[config.mk]
export PLATFORM = sky130hd
export DESIGN_NAME = bfs_supervisor
export DESIGN_NICKNAME = d
export VERILOG_FILES = /design/src/core/bfs_pkg.sv /design/src/core/bfs_meas_if.sv /design/src/core/bfs_supervisor.sv /design/src/core/bfs_ovc_detect.sv /design/src/core/bfs_delay_timer.sv
export SDC_FILE = /design/constraint.sdc
export NUM_CORES = 1
export LEC_CHECK = 0
export ABC_AREA = 1
export BUFFER_PORTS_ARGS = -buffer_cell sky130_fd_sc_hd__buf_2
export CORE_MARGIN = 1
export CORE_UTILIZATION = 32
export DETAILED_ROUTE_END_ITERATION = 8
export HOLD_SLACK_MARGIN = 0.02
export SYNTH_ARGS = -nofsm -noshare
export SYNTH_HDL_FRONTEND = slang
export SYNTH_SLANG_ARGS = --single-unit
[constraint.sdc]
create_clock -name i_sys_clk -period 29 [get_ports i_sys_clk]
set_input_delay 5.8 -clock i_sys_clk [delete_from_list [all_inputs] [get_ports i_sys_clk]]
set_output_delay 5.8 -clock i_sys_clk [all_outputs]
set_load 0.05 [all_outputs]
[src/core/bfs_pkg.sv]
// Constants, register map and types of the breaker failure supervisor
package bfs_pkg;

  // ****************************************************************
  // Timing
  // ****************************************************************
  localparam int unsigned CLK_HZ          = 10_000_000;
  localparam int unsigned PROC_CYCLE_MS   = 5;
  // Clock cycles in one processing cycle
  localparam int unsigned TICK_CYCLES     = CLK_HZ / 1000 * PROC_CYCLE_MS;
  localparam int unsigned RT_DLY_DEF_MS   = 100;
  localparam int unsigned BF_DLY_DEF_MS   = 200;

  // ****************************************************************
  // Widths
  // ****************************************************************
  localparam int unsigned MAG_W   = 16;
  localparam int unsigned DLY_W   = 19;   // 1800 s in 5 ms steps
  localparam int unsigned ADDR_W  = 8;
  localparam int unsigned N_CH    = 4;    // Three phases and residual
  localparam int unsigned TICK_W  = 16;

  // Release at 97 % of the pick-up threshold
  localparam int unsigned HYST_NUM = 97;
  localparam int unsigned HYST_DEN = 100;

  // ****************************************************************
  // Register offsets (byte addresses)
  // ****************************************************************
  localparam logic [ADDR_W-1:0] OFS_CTRL    = 8'h00;
  localparam logic [ADDR_W-1:0] OFS_PH_THR  = 8'h04;
  localparam logic [ADDR_W-1:0] OFS_RES_THR = 8'h08;
  localparam logic [ADDR_W-1:0] OFS_RT_DLY  = 8'h0C;
  localparam logic [ADDR_W-1:0] OFS_BF_DLY  = 8'h10;
  localparam logic [ADDR_W-1:0] OFS_STATUS  = 8'h14;

  // ****************************************************************
  // Field positions
  // ****************************************************************
  localparam int unsigned CTRL_RT_EN_BIT  = 0;
  localparam int unsigned CTRL_RES_EN_BIT = 1;
  localparam int unsigned CTRL_MODE_LSB   = 2;
  localparam int unsigned STS_STATE_LSB   = 0;
  localparam int unsigned STS_PH_OC_BIT   = 5;
  localparam int unsigned STS_RES_OC_BIT  = 6;
  localparam int unsigned STS_MON_BIT     = 7;
  localparam int unsigned STS_BLK_BIT     = 8;

  // ****************************************************************
  // Reset values
  // ****************************************************************
  localparam logic             RT_EN_RST   = 1'b1;
  localparam logic             RES_EN_RST  = 1'b0;
  localparam logic [MAG_W-1:0] PH_THR_RST  = 16'h0200;
  localparam logic [MAG_W-1:0] RES_THR_RST = 16'h0C00;
  localparam logic [DLY_W-1:0] RT_DLY_RST  = DLY_W'(RT_DLY_DEF_MS / PROC_CYCLE_MS);
  localparam logic [DLY_W-1:0] BF_DLY_RST  = DLY_W'(BF_DLY_DEF_MS / PROC_CYCLE_MS);

  // ****************************************************************
  // Types
  // ****************************************************************
  typedef enum logic [1:0] {
    MODE_CUR        = 2'h0,
    MODE_CUR_AND_DO = 2'h1,
    MODE_CUR_OR_DO  = 2'h2
  } bfs_mode_t;

  typedef enum logic [4:0] {
    ST_NORMAL  = 5'h01,
    ST_STARTED = 5'h02,
    ST_RETRIP  = 5'h04,
    ST_BFAIL   = 5'h08,
    ST_BLOCKED = 5'h10
  } bfs_state_t;

endpackage : bfs_pkg

[src/core/bfs_meas_if.sv]
// Measurement bundle between the supervisor and its current detector
`timescale 1ns/100ps
interface bfs_meas_if;
  logic [bfs_pkg::MAG_W-1:0] mag [bfs_pkg::N_CH];
  logic [bfs_pkg::MAG_W-1:0] ph_thr;
  logic [bfs_pkg::MAG_W-1:0] res_thr;
  logic                      res_en;
  logic                      ph_oc;
  logic                      res_oc;

  modport det (input mag, ph_thr, res_thr, res_en, output ph_oc, res_oc);
  modport src (output mag, ph_thr, res_thr, res_en, input ph_oc, res_oc);
endinterface : bfs_meas_if

[src/core/bfs_supervisor.sv]
// Breaker failure supervisor top with Avalon-MM register slave
//
// Behaviour
// RQ1: Status shows one of normal, started, retrip, failure, blocked.
// RQ2: Blocking input sampled once per processing cycle, held for that cycle.
// RQ3: Pick-up without blocking raises start and runs both delay timers.
// RQ4: Pick-up under blocking raises blocked only; no timing, no outputs.
// RQ5: Blocking during start drops start and clears timers as on release.
// RQ6: Outside source asserts blocking 5 ms before the delay expires.
// RQ7: One pick-up starts retrip and failure timers together.
// RQ8: Retrip enable, default on; when off, no retrip output at all.
// RQ9: Retrip after start lasts the retrip delay, 5 ms steps, 0.100 s.
// RQ10: Failure output after the failure delay, 5 ms steps, 0.200 s.
// RQ11: Retrip delay plus breaker and release times below failure delay.
// RQ12: Current-only mode runs timers on overcurrent, ignores trip output.
// RQ13: Current-only mode clears timers once currents fall below threshold.
// RQ14: Current-and-output mode holds timers at zero until trip output.
// RQ15: Current-and-output mode clears timers when either condition drops.
// RQ16: Current-or-output mode picks up on either condition.
// RQ17: Current-or-output mode clears timers only when both are gone.
// RQ18: Current-or-output mode fires retrip and failure after full delays.
// RQ19: Comparators release at 97 % of the pick-up threshold.
// RQ20: Static criterion setting selects pick-up; default current only.
// RQ21: Timers count 5 ms ticks; outputs on tick reaching the setting.
//
// Decided for this implementation: the Avalon-MM interface to the registers and the register addresses.
`timescale 1ns/100ps
module bfs_supervisor #(
  parameter int unsigned P_TICK_CYCLES = bfs_pkg::TICK_CYCLES
) (
  // Clock and reset
  input  wire logic                            i_sys_clk,
  input  wire logic                            i_rst_b,
  // Avalon-MM slave
  input  wire logic [bfs_pkg::ADDR_W-1:0]      i_avs_address,
  input  wire logic                            i_avs_read,
  input  wire logic                            i_avs_write,
  input  wire logic [31:0]                     i_avs_writedata,
  output logic      [31:0]                     o_avs_readdata,
  output logic                                 o_avs_waitrequest,
  // Current magnitudes from the measurement chain
  input  wire logic [2:0][bfs_pkg::MAG_W-1:0]  i_phase_mag,
  input  wire logic [bfs_pkg::MAG_W-1:0]       i_resid_mag,
  // Pins
  input  wire logic                            i_trip_out_mon,
  input  wire logic                            i_block,
  // Supervision outputs
  output logic                                 o_start,
  output logic                                 o_second_trip,
  output logic                                 o_breaker_failure_output,
  output logic                                 o_blocked,
  output logic      [4:0]                      o_status
);

  localparam logic [bfs_pkg::TICK_W-1:0] TICK_LAST =
    bfs_pkg::TICK_W'(P_TICK_CYCLES - 1);

  // ****************************************************************
  // Declarations
  // ****************************************************************
  logic [bfs_pkg::TICK_W-1:0] tick_cnt_r, tick_cnt_nxt;
  logic                       tick_r, tick_nxt;
  logic                       blk_m_r, blk_y_r, mon_m_r, mon_y_r;
  logic                       blk_s_r, blk_s_nxt, blk_cur;
  logic                       rt_en_r, rt_en_nxt, res_en_r, res_en_nxt;
  bfs_pkg::bfs_mode_t         mode_r, mode_nxt;
  logic [bfs_pkg::MAG_W-1:0]  ph_thr_r, ph_thr_nxt, res_thr_r, res_thr_nxt;
  logic [bfs_pkg::DLY_W-1:0]  rt_dly_r, rt_dly_nxt, bf_dly_r, bf_dly_nxt;
  logic                       wait_r, wait_nxt, wr_en;
  logic [31:0]                rdata_r, rdata_nxt, rd_mux;
  bfs_pkg::bfs_state_t        state_r, state_nxt;
  logic                       start_r, start_nxt, rt_r, rt_nxt;
  logic                       bf_r, bf_nxt, blkd_r, blkd_nxt;
  logic                       oc, pick, run, rt_reach, bf_reach;
  logic [bfs_pkg::DLY_W-1:0]  rt_cnt, bf_cnt;

  bfs_meas_if meas ();

  // ****************************************************************
  // Processing-cycle tick and pin synchronisers
  // ****************************************************************
  // One tick every 5 ms paces all supervision decisions
  always_comb begin
    tick_nxt     = (tick_cnt_r == TICK_LAST);
    tick_cnt_nxt = tick_nxt ? '0 : tick_cnt_r + 1'b1;
  end

  always_ff @(posedge i_sys_clk) begin
    if (!i_rst_b) begin
      tick_cnt_r <= '0;
      tick_r     <= 1'b0;
      blk_m_r    <= 1'b0;
      blk_y_r    <= 1'b0;
      mon_m_r    <= 1'b0;
      mon_y_r    <= 1'b0;
    end else begin
      tick_cnt_r <= tick_cnt_nxt;
      tick_r     <= tick_nxt;
      blk_m_r    <= i_block;
      blk_y_r    <= blk_m_r;
      mon_m_r    <= i_trip_out_mon;
      mon_y_r    <= mon_m_r;
    end
  end

  // Block level frozen at the start of each processing cycle [RQ2]
  always_comb begin
    blk_s_nxt = tick_r ? blk_y_r : blk_s_r;
    blk_cur   = blk_s_nxt;
  end

  // ****************************************************************
  // Register slave
  // ****************************************************************
  // Read mux; unmapped offsets read as zero
  always_comb begin
    rd_mux = '0;
    case (i_avs_address)
      bfs_pkg::OFS_CTRL: begin
        rd_mux[bfs_pkg::CTRL_RT_EN_BIT]  = rt_en_r;
        rd_mux[bfs_pkg::CTRL_RES_EN_BIT] = res_en_r;
        rd_mux[bfs_pkg::CTRL_MODE_LSB +: 2] = mode_r;
      end
      bfs_pkg::OFS_PH_THR:  rd_mux[bfs_pkg::MAG_W-1:0] = ph_thr_r;
      bfs_pkg::OFS_RES_THR: rd_mux[bfs_pkg::MAG_W-1:0] = res_thr_r;
      bfs_pkg::OFS_RT_DLY:  rd_mux[bfs_pkg::DLY_W-1:0] = rt_dly_r;
      bfs_pkg::OFS_BF_DLY:  rd_mux[bfs_pkg::DLY_W-1:0] = bf_dly_r;
      bfs_pkg::OFS_STATUS: begin
        rd_mux[bfs_pkg::STS_STATE_LSB +: 5] = state_r;
        rd_mux[bfs_pkg::STS_PH_OC_BIT]  = meas.ph_oc;
        rd_mux[bfs_pkg::STS_RES_OC_BIT] = meas.res_oc;
        rd_mux[bfs_pkg::STS_MON_BIT]    = mon_y_r;
        rd_mux[bfs_pkg::STS_BLK_BIT]    = blk_s_r;
      end
      default: rd_mux = '0;
    endcase
  end

  // One wait cycle per access keeps read data off the address decode
  always_comb begin
    wait_nxt    = 1'b1;
    rdata_nxt   = rdata_r;
    wr_en       = i_avs_write && !wait_r;
    rt_en_nxt   = rt_en_r;
    res_en_nxt  = res_en_r;
    mode_nxt    = mode_r;
    ph_thr_nxt  = ph_thr_r;
    res_thr_nxt = res_thr_r;
    rt_dly_nxt  = rt_dly_r;
    bf_dly_nxt  = bf_dly_r;
    if ((i_avs_read || i_avs_write) && wait_r) begin
      wait_nxt  = 1'b0;
      rdata_nxt = rd_mux;
    end
    if (wr_en) begin
      case (i_avs_address)
        bfs_pkg::OFS_CTRL: begin
          rt_en_nxt  = i_avs_writedata[bfs_pkg::CTRL_RT_EN_BIT];   // [RQ8]
          res_en_nxt = i_avs_writedata[bfs_pkg::CTRL_RES_EN_BIT];
          // Selects pick-up criterion [RQ20]
          mode_nxt   = bfs_pkg::bfs_mode_t'(
            i_avs_writedata[bfs_pkg::CTRL_MODE_LSB +: 2]);
        end
        bfs_pkg::OFS_PH_THR:
          ph_thr_nxt  = i_avs_writedata[bfs_pkg::MAG_W-1:0];
        bfs_pkg::OFS_RES_THR:
          res_thr_nxt = i_avs_writedata[bfs_pkg::MAG_W-1:0];
        bfs_pkg::OFS_RT_DLY:
          rt_dly_nxt  = i_avs_writedata[bfs_pkg::DLY_W-1:0];  // [RQ9]
        bfs_pkg::OFS_BF_DLY:
          bf_dly_nxt  = i_avs_writedata[bfs_pkg::DLY_W-1:0];  // [RQ10]
        default: ;
      endcase
    end
  end

  always_ff @(posedge i_sys_clk) begin
    if (!i_rst_b) begin
      wait_r    <= 1'b1;
      rdata_r   <= '0;
      rt_en_r   <= bfs_pkg::RT_EN_RST;
      res_en_r  <= bfs_pkg::RES_EN_RST;
      mode_r    <= bfs_pkg::MODE_CUR;                         // [RQ20]
      ph_thr_r  <= bfs_pkg::PH_THR_RST;
      res_thr_r <= bfs_pkg::RES_THR_RST;
      rt_dly_r  <= bfs_pkg::RT_DLY_RST;
      bf_dly_r  <= bfs_pkg::BF_DLY_RST;
    end else begin
      wait_r    <= wait_nxt;
      rdata_r   <= rdata_nxt;
      rt_en_r   <= rt_en_nxt;
      res_en_r  <= res_en_nxt;
      mode_r    <= mode_nxt;
      ph_thr_r  <= ph_thr_nxt;
      res_thr_r <= res_thr_nxt;
      rt_dly_r  <= rt_dly_nxt;
      bf_dly_r  <= bf_dly_nxt;
    end
  end

  // ****************************************************************
  // Current detection and pick-up criterion
  // ****************************************************************
  assign meas.mag[0]  = i_phase_mag[0];
  assign meas.mag[1]  = i_phase_mag[1];
  assign meas.mag[2]  = i_phase_mag[2];
  assign meas.mag[3]  = i_resid_mag;
  assign meas.ph_thr  = ph_thr_r;
  assign meas.res_thr = res_thr_r;
  assign meas.res_en  = res_en_r;

  bfs_ovc_detect u_det (
    .i_sys_clk (i_sys_clk),
    .i_rst_b   (i_rst_b),
    .meas      (meas)
  );

  // Criterion; reserved code falls back to current only
  always_comb begin
    oc = meas.ph_oc || meas.res_oc;
    case (mode_r)
      bfs_pkg::MODE_CUR_AND_DO: pick = oc && mon_y_r;     // [RQ14] [RQ15]
      bfs_pkg::MODE_CUR_OR_DO:  pick = oc || mon_y_r;     // [RQ16] [RQ17]
      default:                  pick = oc;                // [RQ12] [RQ13]
    endcase
    run = pick && !blk_cur;                               // [RQ4] [RQ5]
  end

  // ****************************************************************
  // Delay timers, both fed by the same start [RQ7]
  // ****************************************************************
  bfs_delay_timer u_rt_tmr (
    .i_sys_clk (i_sys_clk),
    .i_rst_b   (i_rst_b),
    .i_tick    (tick_r),
    .i_run     (run),
    .i_delay   (rt_dly_r),
    .o_count   (rt_cnt),
    .o_reach   (rt_reach)
  );

  bfs_delay_timer u_bf_tmr (
    .i_sys_clk (i_sys_clk),
    .i_rst_b   (i_rst_b),
    .i_tick    (tick_r),
    .i_run     (run),
    .i_delay   (bf_dly_r),
    .o_count   (bf_cnt),
    .o_reach   (bf_reach)
  );

  // ****************************************************************
  // Supervision state and outputs
  // ****************************************************************
  // Decided once per tick so the output matches the sampled block
  always_comb begin
    state_nxt = state_r;
    start_nxt = start_r;
    rt_nxt    = rt_r;
    bf_nxt    = bf_r;
    blkd_nxt  = blkd_r;
    if (tick_r) begin
      start_nxt = run;                                    // [RQ3] [RQ5]
      rt_nxt    = rt_reach && rt_en_r;                    // [RQ8] [RQ9] [RQ18]
      bf_nxt    = bf_reach;                               // [RQ10] [RQ18]
      blkd_nxt  = pick && blk_cur;                        // [RQ4]
      case (state_r)
        bfs_pkg::ST_NORMAL, bfs_pkg::ST_STARTED, bfs_pkg::ST_RETRIP,
        bfs_pkg::ST_BFAIL, bfs_pkg::ST_BLOCKED: begin
          if (pick && blk_cur) begin
            state_nxt = bfs_pkg::ST_BLOCKED;              // [RQ1]
          end else if (!run) begin
            state_nxt = bfs_pkg::ST_NORMAL;
          end else if (bf_reach) begin
            state_nxt = bfs_pkg::ST_BFAIL;
          end else if (rt_reach && rt_en_r) begin
            state_nxt = bfs_pkg::ST_RETRIP;
          end else begin
            state_nxt = bfs_pkg::ST_STARTED;
          end
        end
        default: state_nxt = bfs_pkg::ST_NORMAL;
      endcase
    end
  end

  always_ff @(posedge i_sys_clk) begin
    if (!i_rst_b) begin
      blk_s_r <= 1'b0;
      state_r <= bfs_pkg::ST_NORMAL;
      start_r <= 1'b0;
      rt_r    <= 1'b0;
      bf_r    <= 1'b0;
      blkd_r  <= 1'b0;
    end else begin
      blk_s_r <= blk_s_nxt;
      state_r <= state_nxt;
      start_r <= start_nxt;
      rt_r    <= rt_nxt;
      bf_r    <= bf_nxt;
      blkd_r  <= blkd_nxt;
    end
  end

  assign o_avs_readdata           = rdata_r;
  assign o_avs_waitrequest        = wait_r;
  assign o_start                  = start_r;
  assign o_second_trip            = rt_r;
  assign o_breaker_failure_output = bf_r;
  assign o_blocked                = blkd_r;
  assign o_status                 = state_r;
endmodule : bfs_supervisor

[src/core/bfs_ovc_detect.sv]
// Overcurrent comparators with release hysteresis, one per channel
`timescale 1ns/100ps
module bfs_ovc_detect (
  // Clock and reset
  input wire logic     i_sys_clk,
  input wire logic     i_rst_b,
  // Measurements and flags
  bfs_meas_if.det      meas
);

  logic [bfs_pkg::N_CH-1:0] oc_r;
  logic [bfs_pkg::N_CH-1:0] oc_nxt;

  // ****************************************************************
  // Per-channel comparator
  // ****************************************************************
  for (genvar ch = 0; ch < bfs_pkg::N_CH; ch++) begin : g_ch
    logic [bfs_pkg::MAG_W-1:0] thr;
    logic [bfs_pkg::MAG_W-1:0] rel;
    logic [bfs_pkg::MAG_W+6:0] prod;
    logic                      en;

    // Last channel is the residual input
    assign thr  = (ch == bfs_pkg::N_CH - 1) ? meas.res_thr : meas.ph_thr;
    assign en   = (ch == bfs_pkg::N_CH - 1) ? meas.res_en : 1'b1;
    assign prod = thr * 7'(bfs_pkg::HYST_NUM);
    assign rel  = bfs_pkg::MAG_W'(prod / 7'(bfs_pkg::HYST_DEN));

    // Hold between release and pick-up levels to avoid chatter [RQ19]
    always_comb begin
      oc_nxt[ch] = oc_r[ch];
      if (!en) begin
        oc_nxt[ch] = 1'b0;
      end else if (meas.mag[ch] > thr) begin
        oc_nxt[ch] = 1'b1;
      end else if (meas.mag[ch] < rel) begin
        oc_nxt[ch] = 1'b0;
      end
    end
  end

  // Flag register
  always_ff @(posedge i_sys_clk) begin
    if (!i_rst_b) begin
      oc_r <= '0;
    end else begin
      oc_r <= oc_nxt;
    end
  end

  assign meas.ph_oc  = |oc_r[bfs_pkg::N_CH-2:0];
  assign meas.res_oc = oc_r[bfs_pkg::N_CH-1];

endmodule : bfs_ovc_detect

[src/core/bfs_delay_timer.sv]
// Delay timer counting processing-cycle ticks while its start holds
`timescale 1ns/100ps
module bfs_delay_timer (
  // Clock and reset
  input  wire logic                      i_sys_clk,
  input  wire logic                      i_rst_b,
  // Control
  input  wire logic                      i_tick,
  input  wire logic                      i_run,
  input  wire logic [bfs_pkg::DLY_W-1:0] i_delay,
  // Result
  output logic      [bfs_pkg::DLY_W-1:0] o_count,
  output logic                           o_reach
);

  logic [bfs_pkg::DLY_W-1:0] cnt_r;
  logic [bfs_pkg::DLY_W-1:0] cnt_nxt;

  // Count elapsed ticks, saturating; cleared when start drops [RQ21]
  always_comb begin
    cnt_nxt = cnt_r;
    if (i_tick) begin
      if (!i_run) begin
        cnt_nxt = '0;
      end else if (cnt_r != '1) begin
        cnt_nxt = cnt_r + 1'b1;
      end
    end
  end

  // Counter register
  always_ff @(posedge i_sys_clk) begin
    if (!i_rst_b) begin
      cnt_r <= '0;
    end else begin
      cnt_r <= cnt_nxt;
    end
  end

  // Elapsed time reached on the first tick that meets the setting [RQ21]
  assign o_reach = i_run && (cnt_r >= i_delay);
  assign o_count = cnt_r;

endmodule : bfs_delay_timer

After elaboration in Yosys (flattened, before gate mapping)

Cells that the tools add are included.

Multiply operators: 2
Bitwise gates (word level): 1
Reductions and logical operators: 29
Equality and inequality tests: 17
Magnitude comparators: 10
Divide/modulo/power cells: 2
$add $sub $neg: 3
Mux-type cells: 24

Operators by type and width:

| kind                  | count |
|---|---|
| $mux 19               | 4 |
| $gt 16x16->1          | 4 |
| $lt 16x16->1          | 4 |
| $div 23x7->23 const B | 2 |
| $mul 16x7->23 const B | 2 |
| $add 19x1->19 const B | 2 |
| $ge 19x19->1          | 2 |
| $ne 19x19->1 const B  | 2 |
| $pmux 7 s4            | 1 |
| $pmux 5 s5            | 1 |
| $pmux 4 s6            | 1 |
| $add 16x1->16 const B | 1 |
| $eq 16x16->1 const B  | 1 |
| $eq 8x4->1 const B    | 2 |
| $eq 8x5->1 const B    | 2 |
| $reduce_and 2->1      | 8 |
| $mux 1                | 10 |
| $mux 5                | 2 |
| $eq 8x3->1 const B    | 1 |
| $logic_and 1x1->1     | 8 |
| $logic_not 8->1       | 1 |
| $mux 4                | 2 |
| $reduce_bool 2->1     | 4 |
| $pmux 3 s2            | 1 |
| other kinds (16)      | 20 |

Output and inout bits: 42
Bits of input ports: 110
Word-level logic and storage cells: 115
Register bits after elaboration: 167

Longest topological paths before layout

Gate-level depths: netlist of run 1.

Depth in word-level cells: 12
Depth in mapped cells: 115
Mapped depth without buffers: 115

Hierarchy

From an unflattened synthesis of run 1, not the netlist that was laid out.

Cell total of the unflattened synthesis: 3,309
Area total of the unflattened synthesis: 21,385.5 um^2

Modules (own cells, without submodules):

| module          | cells an instance | times used | area each (um^2) | sequential area each (um^2) |
|---|---|---|---|---|
| bfs_ovc_detect  | 1,913             | 1          | 12,061.6         | 80.1 |
| bfs_supervisor  | 774               | 1          | 5,647.9          | 2,502.4 |
| bfs_delay_timer | 311               | 2          | 1,838.0          | 380.4 |

Least setup slack after synthesis of run 1

OpenSTA, ideal clock, no wires.

Kind: reg-to-reg
From: register res_thr_r, in the netlist meas.res_thr[4]
To: register u_det.oc_r[3] in the netlist's numbering
Cell stages (with the launch flop): 95
Path buffers: 0
Period minus slack after synthesis: 9.841 ns
Required time: 28.884 ns
Data arrival time: 9.726 ns
Library setup time: 0.116 ns
Slack: 19.159 ns
Cells stage by stage: dfxtp_1 -> inv_1 -> ha_1 -> ha_1 -> ha_1 -> fa_1 -> ha_1 -> a21oi_1 -> nand2_1 -> nand2_1 -> nand2_1 -> nand3_1 -> nand3_1 -> nand2_1 -> nand3_4 -> nand4_2 -> nand4_2 -> nand2_2 -> [... 59 more ...] -> nand2_4 -> nand2_1 -> nand2_2 -> nor2_4 -> nand2_2 -> nand2_1 -> inv_1 -> ha_1 -> nand2_1 -> nand2_1 -> nand2_1 -> nand2_1 -> nand2_1 -> nand2_1 -> nand2_1 -> nand2_1 -> nand2_1 -> a21oi_1

Cells in the longest elaborated chain, start to end: 4
Elaborated cells between the ends (all ways): 6
Those cells by class: mul: 1; div: 1; order compare: 2; mux: 1; reduce/logical: 1

RTL lines:

| what                               | line                  | source |
|---|---|---|
| start: declaration                 | bfs_supervisor.sv:67  | `logic [bfs_pkg::MAG_W-1:0] ph_thr_r, ph_thr_nxt, res_thr_r, res_thr_nxt;` |
| start signal: assignment           | bfs_supervisor.sv:185 | `res_thr_r <= bfs_pkg::RES_THR_RST;` |
| start signal: assignment           | bfs_supervisor.sv:195 | `res_thr_r <= res_thr_nxt;` |
| $mul 16x7->23                      | bfs_ovc_detect.sv:26  | `assign prod = thr * 7'(bfs_pkg::HYST_NUM);` |
| $div 23x7->23                      | bfs_ovc_detect.sv:27  | `assign rel = bfs_pkg::MAG_W'(prod / 7'(bfs_pkg::HYST_DEN));` |
| $lt 16x16->1                       | bfs_ovc_detect.sv:36  | `end else if (meas.mag[ch] < rel) begin` |
| $reduce_bool 2->1 (no source line) | -                     |  |
| end signal: assignment             | bfs_ovc_detect.sv:47  | `oc_r <= oc_nxt;` |
| end: declaration                   | bfs_ovc_detect.sv:11  | `logic [bfs_pkg::N_CH-1:0] oc_r;` |

Parallel ways exist; a longest one is shown, timed or not.
A chain may end at the register's enable or synchronous reset.

Final worst setup path of run 1

From: register ph_thr_r, in the netlist meas.ph_thr[3]
To: register u_det.oc_r[2] in the netlist's numbering

Cells in the longest elaborated chain, start to end: 4
Elaborated cells between the ends (all ways): 6
Those cells by class: mul: 1; div: 1; order compare: 2; mux: 1; reduce/logical: 1

RTL lines:

| what                               | line                  | source |
|---|---|---|
| start: declaration                 | bfs_supervisor.sv:67  |  |
| start signal: assignment           | bfs_supervisor.sv:184 | `ph_thr_r <= bfs_pkg::PH_THR_RST;` |
| start signal: assignment           | bfs_supervisor.sv:194 | `ph_thr_r <= ph_thr_nxt;` |
| $mul 16x7->23                      | bfs_ovc_detect.sv:26  |  |
| $div 23x7->23                      | bfs_ovc_detect.sv:27  |  |
| $lt 16x16->1                       | bfs_ovc_detect.sv:36  |  |
| $reduce_bool 2->1 (no source line) | -                     |  |

Parallel ways exist; a longest one is shown, timed or not.

==> results of run 1 <==
==> kinds of logic after synthesis <==
family | count (synthesis) | synth area share
AND/OR/NAND/NOR | 1313 | 0.331
AO/OA/AOI/OAI | 512 | 0.152
buffers and inverters | 508 | 0.102
adder cells (fa/ha/maj) | 331 | 0.223
flip-flops | 167 | 0.175
XOR/XNOR | 35 | 0.0168
other | 1 | 0.000196
==> state kept, by name (all words and copies together), names as in the netlist, 2 cells and up <==
name / cells
o_status: 5
u_rt_tmr.o_count: 19
tick_cnt_r: 16
mode_r: 2
meas.ph_thr: 16
u_bf_tmr.o_count: 19
o_avs_readdata: 19
meas.res_thr: 16
u_det.oc_r: 4
rt_dly_r: 19
bf_dly_r: 19
==> synthesized netlist by cell type, types with 20 or more instances <==
library cell	count
a21oi_1	229
clkbuf_1	30
dfxtp_1	167
ha_1	315
inv_1	398
inv_2	58
nand2_1	650
nand2_2	107
nand2_4	26
nand3_1	187
nand4_1	60
nand4_2	23
nor2_1	152
nor2_2	20
nor3_1	37
o21ai_0	145
o22ai_1	20
xor2_1	20
==> per-stage QoR <==
stage | util | cell area (µm²) | setup slack (ns)
4_1_cts | 0.359 | 21200 | 17.30
5_1_grt | 0.359 | 21200 | 15.86
3_3_place_gp | 0.349 | 20600 | 17.36
2_1_floorplan | - | 19200 | 19.16
3_5_place_dp | 0.349 | 20600 | 17.34
6_report | 0.359 | 21200 | 17.31
==> report_power, final <==
group	switching [mW]	total, mW	internal (mW)	leakage (nW)
Sequential	0.00156	0.233	0.231	1.35
Clock	0.113	0.228	0.115	0.276
Combinational	1.15	1.75	0.602	9.22
==> worst paths after layout <==
| kind | startpoint | end | slack, ns |
|---|---|---|---|
| setup reg to reg | meas.ph_thr[3] | u_det.oc_r[2] | 17.31 |
| hold / removal | mon_m_r | mon_y_r | 0.42 |
| setup / recovery | meas.ph_thr[3] | u_det.oc_r[2] | 17.31 |
| hold reg to reg | mon_m_r | mon_y_r | 0.42 |
==> layer usage <==
| metal | part of all wire | track usage | wire length, µm | vias to the layer above |
|---|---|---|---|---|
| li1 | - | - | - | 9786 |
| met1 | 0.49 | 0.234 | 25200 | 8127 |
| met2 | 0.46 | 0.286 | 23600 | 357 |
| met3 | 0.046 | 0.0196 | 2360 | 36 |
| met4 | 0.0097 | 0.0290 | 501 | 0 |
| met5 | 0 | 0 | 0 | - |
==> worst max-delay path, delay by kind of cell (launching register included) <==
family / cells / cell delay, ns
AO/OA/AOI/OAI: 1 / 0.10
adder cells (fa/ha/maj): 5 / 1.82
buffers and inverters: 4 / 0.53
flip-flops: 1 / 0.52
AND/OR/NAND/NOR: 87 / 8.67
==> area by class of cell <==
class	instances	area, µm²	share of cell area
clock inverter	15	158	0.00744
clock buffer	17	425	0.0201
timing repair buffer	133	686	0.0324
multi-input combinational	2204	13900	0.655
sequential	167	3340	0.158
inverter	462	1730	0.0819
tap	773	967	0.0457
==> summary.txt, run 1 <==
Floorplanning
  • Die area: 60700 µm²
  • Die width: 246 µm
  • Die extent in y: 246 µm
  • Initial Util: 0.324
  • Ports: 152
  • Rows: 89
  • Core Region: 59000 µm²

Worst setup path
  • Worst R2R Path Depth: 97
  • CP endpoint kind: flip-flop
  • Crit path max fanout: 9
  • Slowest cell on the critical path: dfxtp_1
  • Arrival @ worst endpoint: 12.08 ns
  • Most frequent CP cell: nand2_1
  • Crit Path Class: flip-flop to flip-flop
  • Crit start category: flip-flop
  • Required @ worst endpoint: 29.39 ns
  • Worst path max stage delay: 0.52 ns

Detailed routing
  • Pre-antenna DRT Iters: 6
  • WL/cell: 13.7 µm
  • DRT antenna net count: 0
  • Routed wire length: 51600 µm
  • Via density: 4.85
  • DRC viols: 0
  • Via Count: 18300
  • Initial drt markers: 1144

Synthesis
  • Ranking of synthesized cells by area: ha_1, dfxtp_1, nand2_1
  • Post-Syn Area: 19100 µm²
  • Yosys cell types: 58
  • Most used DFF post-synth: dfxtp_1
  • Register bit count reported by yosys: 167
  • Area leader, netlist: ha_1
  • Number of synthesized flops with an enable pin: 0
  • Ys Warns: 0
  • Post-synth ARST share: 0
  • Seq/Total Area, Yosys: 0.175
  • Syn_area_per_cell: 6.67 µm²
  • Yosys top cell area share: 0.206
  • Post-Syn Instances: 2867

Placement
  • Placed Cells incl. Taps: 3739
  • IO Port Bufs: 125
  • Gpl congestion: 0.871
  • HPWL after DPL: 43200 µm

Outcome
  • Status: finished, final reports clean

STA
  • Clock Skew: 0.0119 ns
  • # setup viols final: 0
  • Final setup TNS: 0 ns
  • Fin crit share: 0.403
  • RSZ-0062 raised after global routing: no
  • Tmin final: 11.69 ns
  • Slew Limit Headroom: 0.363
  • WHS: 0.422 ns
  • Tightest Pin Transition: 0.955 ns
  • Pins Over Slew Limit: 0
  • FMAX: 0.0856 GHz
  • Fin. Hold Viols: 0

Clock tree
  • Post-cts hold buffer count: 0
  • Clk_lat worst skew: 0.45 ns
  • Reg clk slew, reported paths: 0.08 ns
  • CTS H-tree depth: 4
  • Clock Sinks: 167
  • Num CTS Buffers: 17
  • Post-CTS Setup Bufs: 0
  • CTS tree: yes
  • Clock Path Buffers: 2
  • Root Buffer: clkbuf_16
  • Cts repair resizes: 0

Pwr
  • Power per cell area: 105 nW/µm²
  • LEAKAGE: 10.8 nW
  • Total Power: 2.22 mW
  • Max VDD drop: 0.000215 V

GRT
  • Gr usage total: 0.170
  • Vias in the first global route: 16700
  • Largest net degree at the start of global routing: 97
  • First-pass GRT wire length: 84000 µm
  • Antenna violations before repair: 0
  • GR Overflow Total: 0

Final layout
  • Area growth syn-to-layout: 10.8%
  • Ant diodes: 0
  • Commonest non-fill, non-tap cell in the layout: nand2_1
  • # fillers: 6406
  • Nets: 3426
  • Commonest non-fill, non-tap cells in the layout: nand2_1, inv_1, ha_1
  • Share of cells above drive strength 1: 0.147
  • Final Non-Filler Cells: 3771

Run
  • Max-Cap Viols: 0

Hold path
  • Worst Hold Depth: 2
  • Tightest Hold Check Type: flip-flop to flip-flop
Note: power is estimated with default switching activity, not from simulation.
==> run 2: changes to the inputs <==
==> constraint.sdc (replaced) <==
create_clock -name i_sys_clk -period 9.35 [get_ports i_sys_clk]
set_input_delay 1.87 -clock i_sys_clk [delete_from_list [all_inputs] [get_ports i_sys_clk]]
set_output_delay 1.87 -clock i_sys_clk [all_outputs]
set_load 0.05 [all_outputs]
==> run 2 against run 1 <==
  * The run now ends with setup timing left
  * Routed wire length rose by 9.8%
  * Cell area rose by 24%
  * Sequential cell count did not move
  * Utilization rose by 8.6 points
  * Combinational power rose to 4.2 times the previous value
  * Sequential share of layout area fell by 2.9 points
  * Clock skew rose by 0.019 ns
  * First-iteration DRC count rose by 1.1%
  * Clock power rose to 3.4 times the previous value
  * Clock-buffer cell count did not move
  * Register-to-register slack got worse by 18 ns
  * Via count rose by 9.0%
  * Critical path type unchanged
  * Largest cell class unchanged
  * Highest routed layer unchanged
==> summary.txt, run 2 (synthesis gave the netlist of run 1 again) <==
Outcome
  • Status: finished, violations left
  • Failing checks: setup timing

Detailed routing
  • DRC viols: 0
  • Met3 wire length: 2310 µm
  • Pre-antenna DRT Iters: 5
  • WL/cell: 13.6 µm
  • Top Layer Used: met4
  • DRT antenna net count: 0
  • Via density: 4.79
  • Initial drt markers: 1157
  • Routed metal-1 wirelength: 27000 µm
  • WL met2: 26900 µm
  • Via Count: 20000
  • Routed wire length: 56700 µm

Worst setup path
  • CP startpoint: meas.ph_thr[6]
  • Crit Path Class: flip-flop to flip-flop
  • Crit path max fanout: 6
  • Crit start category: flip-flop
  • Arrival @ worst endpoint: 10.80 ns
  • Most frequent CP cell: nand2_4
  • Worst path max stage delay: 0.51 ns
  • CP endpoint kind: flip-flop
  • Slowest cell on the critical path: fa_1
  • Reg2reg start: meas.ph_thr[6]
  • Required @ worst endpoint: 9.69 ns

Final layout
  • Post-layout util: 0.445
  • Commonest non-fill, non-tap cell in the layout: nand2_1
  • Reg area: 3390 µm²
  • Footprint of the multi-input gates: 15900 µm²
  • Final instance area: 26300 µm²
  • # fillers: 5989
  • Final Non-Filler Cells: 4167
  • Commonest non-fill, non-tap cells in the layout: nand2_1, buf_4, inv_1
  • Nets: 3821
  • Area growth syn-to-layout: 37.5%
  • Share of cells above drive strength 1: 0.340

STA
  • Final setup TNS: -4.34 ns
  • Fin. Hold Viols: 0
  • Fin crit share: 1.12
  • Slew Limit Headroom: 0.352
  • Tmin final: 10.47 ns
  • Tightest Pin Transition: 0.970 ns
  • # setup viols final: 4
  • Pins Over Slew Limit: 0
  • FMAX: 0.0956 GHz
  • RSZ-0062 raised after global routing: yes
  • Setup ws final: -1.12 ns
  • Clock Skew: 0.0305 ns

Pwr
  • Power per cell area: 338 nW/µm²
  • Max VDD drop: 0.000893 V
  • LEAKAGE: 13.0 nW

Clock tree
  • Root Buffer: clkbuf_16
  • CTS H-tree depth: 4
  • Reg clk slew, reported paths: 0.09 ns
  • Clk_lat worst skew: 0.47 ns
  • CTS tree: yes
  • Clock Path Buffers: 2
  • Num CTS Buffers: 17
  • Post-cts hold buffer count: 0
  • Clock Sinks: 167

GRT
  • Gr usage total: 0.184
  • First-pass GRT wire length: 91600 µm
  • Vias in the first global route: 19000
  • GR Overflow Total: 0
  • Antenna violations before repair: 0
  • Largest net degree at the start of global routing: 97

Floorplanning
  • Core Region: 59000 µm²
  • Ports: 152
  • Initial Util: 0.324
  • Die extent in y: 246 µm
  • Die width: 246 µm
  • Die area: 60700 µm²
  • Rows: 89

Hold path
  • Tightest Hold Check Type: flip-flop to flip-flop
  • Hold Path Origin: blk_m_r

Run
  • Max-Cap Viols: 0

Placement
  • Cell Area, Placed: 23400 µm²
  • Gpl congestion: 0.852
  • Dpl ws: -1.42 ns
  • Placed Cells incl. Taps: 4056
  • IO Port Bufs: 125
  • HPWL after DPL: 45300 µm
==> run 2: per-layer routing <==
| layer | track usage | up-vias |
|---|---|---|
| met5 | 0 | - |
| met4 | 0.0329 | 0 |
| met3 | 0.0191 | 41 |
| met2 | 0.321 | 315 |
| met1 | 0.245 | 9014 |
| li1 | - | 10600 |
==> run 2: worst max-delay path, delay by kind of cell, from the launching register on <==
kind	cells	cell delay, ns
simple gates	91	7.94
fa+ha+maj	5	1.55
buf+inv	6	0.39
flops	1	0.38
compound gates	1	0.05
==> run 2: power by group <==
part           internal (mW)  total, mW  switching, mW
Combinational           3.16       7.38           4.22
Sequential             0.715      0.720        0.00507
Clock                  0.380      0.773          0.394
==> run 2: final timing paths <==
| kind | to | slack, ns | cells after the start |
|---|---|---|---|
| worst max register to register | u_det.oc_r[1] | -1.12 | 103 |
| worst max-delay path | u_det.oc_r[1] | -1.12 | 103 |
| worst min-delay path | blk_y_r | 0.43 | 2 |
| worst min register to register | blk_y_r | 0.43 | 2 |
==> run 2: timing repair <==
action                                  in CTS  in global routing
pin swaps                                  208                105
endpoints found under the hold margin        0                  0
gates resized for setup                    278                107
cloned                                       0                  0
endpoints found under the setup margin       4                  4
buffers inserted                            63                 15
==> run 2: final cells by class <==
class,instances,share of cell area
Timing Repair Buffer,528,0.139
Inverter,462,0.0665
Multi-Input combinational cell,2204,0.604
Tap cell,773,0.0368
Antenna cell,1,0.0000952
Sequential cell,167,0.129
Clock inverter,15,0.00842
Clock buffer,17,0.0162
==> run 2: metrics by stage <==
| step | hold WS [ns] | power (mW) |
|---|---|---|
| finish | 0.432 | 8.88 |
| global route | 0.446 | 9.91 |
| CTS | 0.435 | 8.57 |
| detailed placement | 0.415 | 7.13 |
| global placement | 0.413 | 7.09 |
| floorplan | 0.390 | 5.30 |
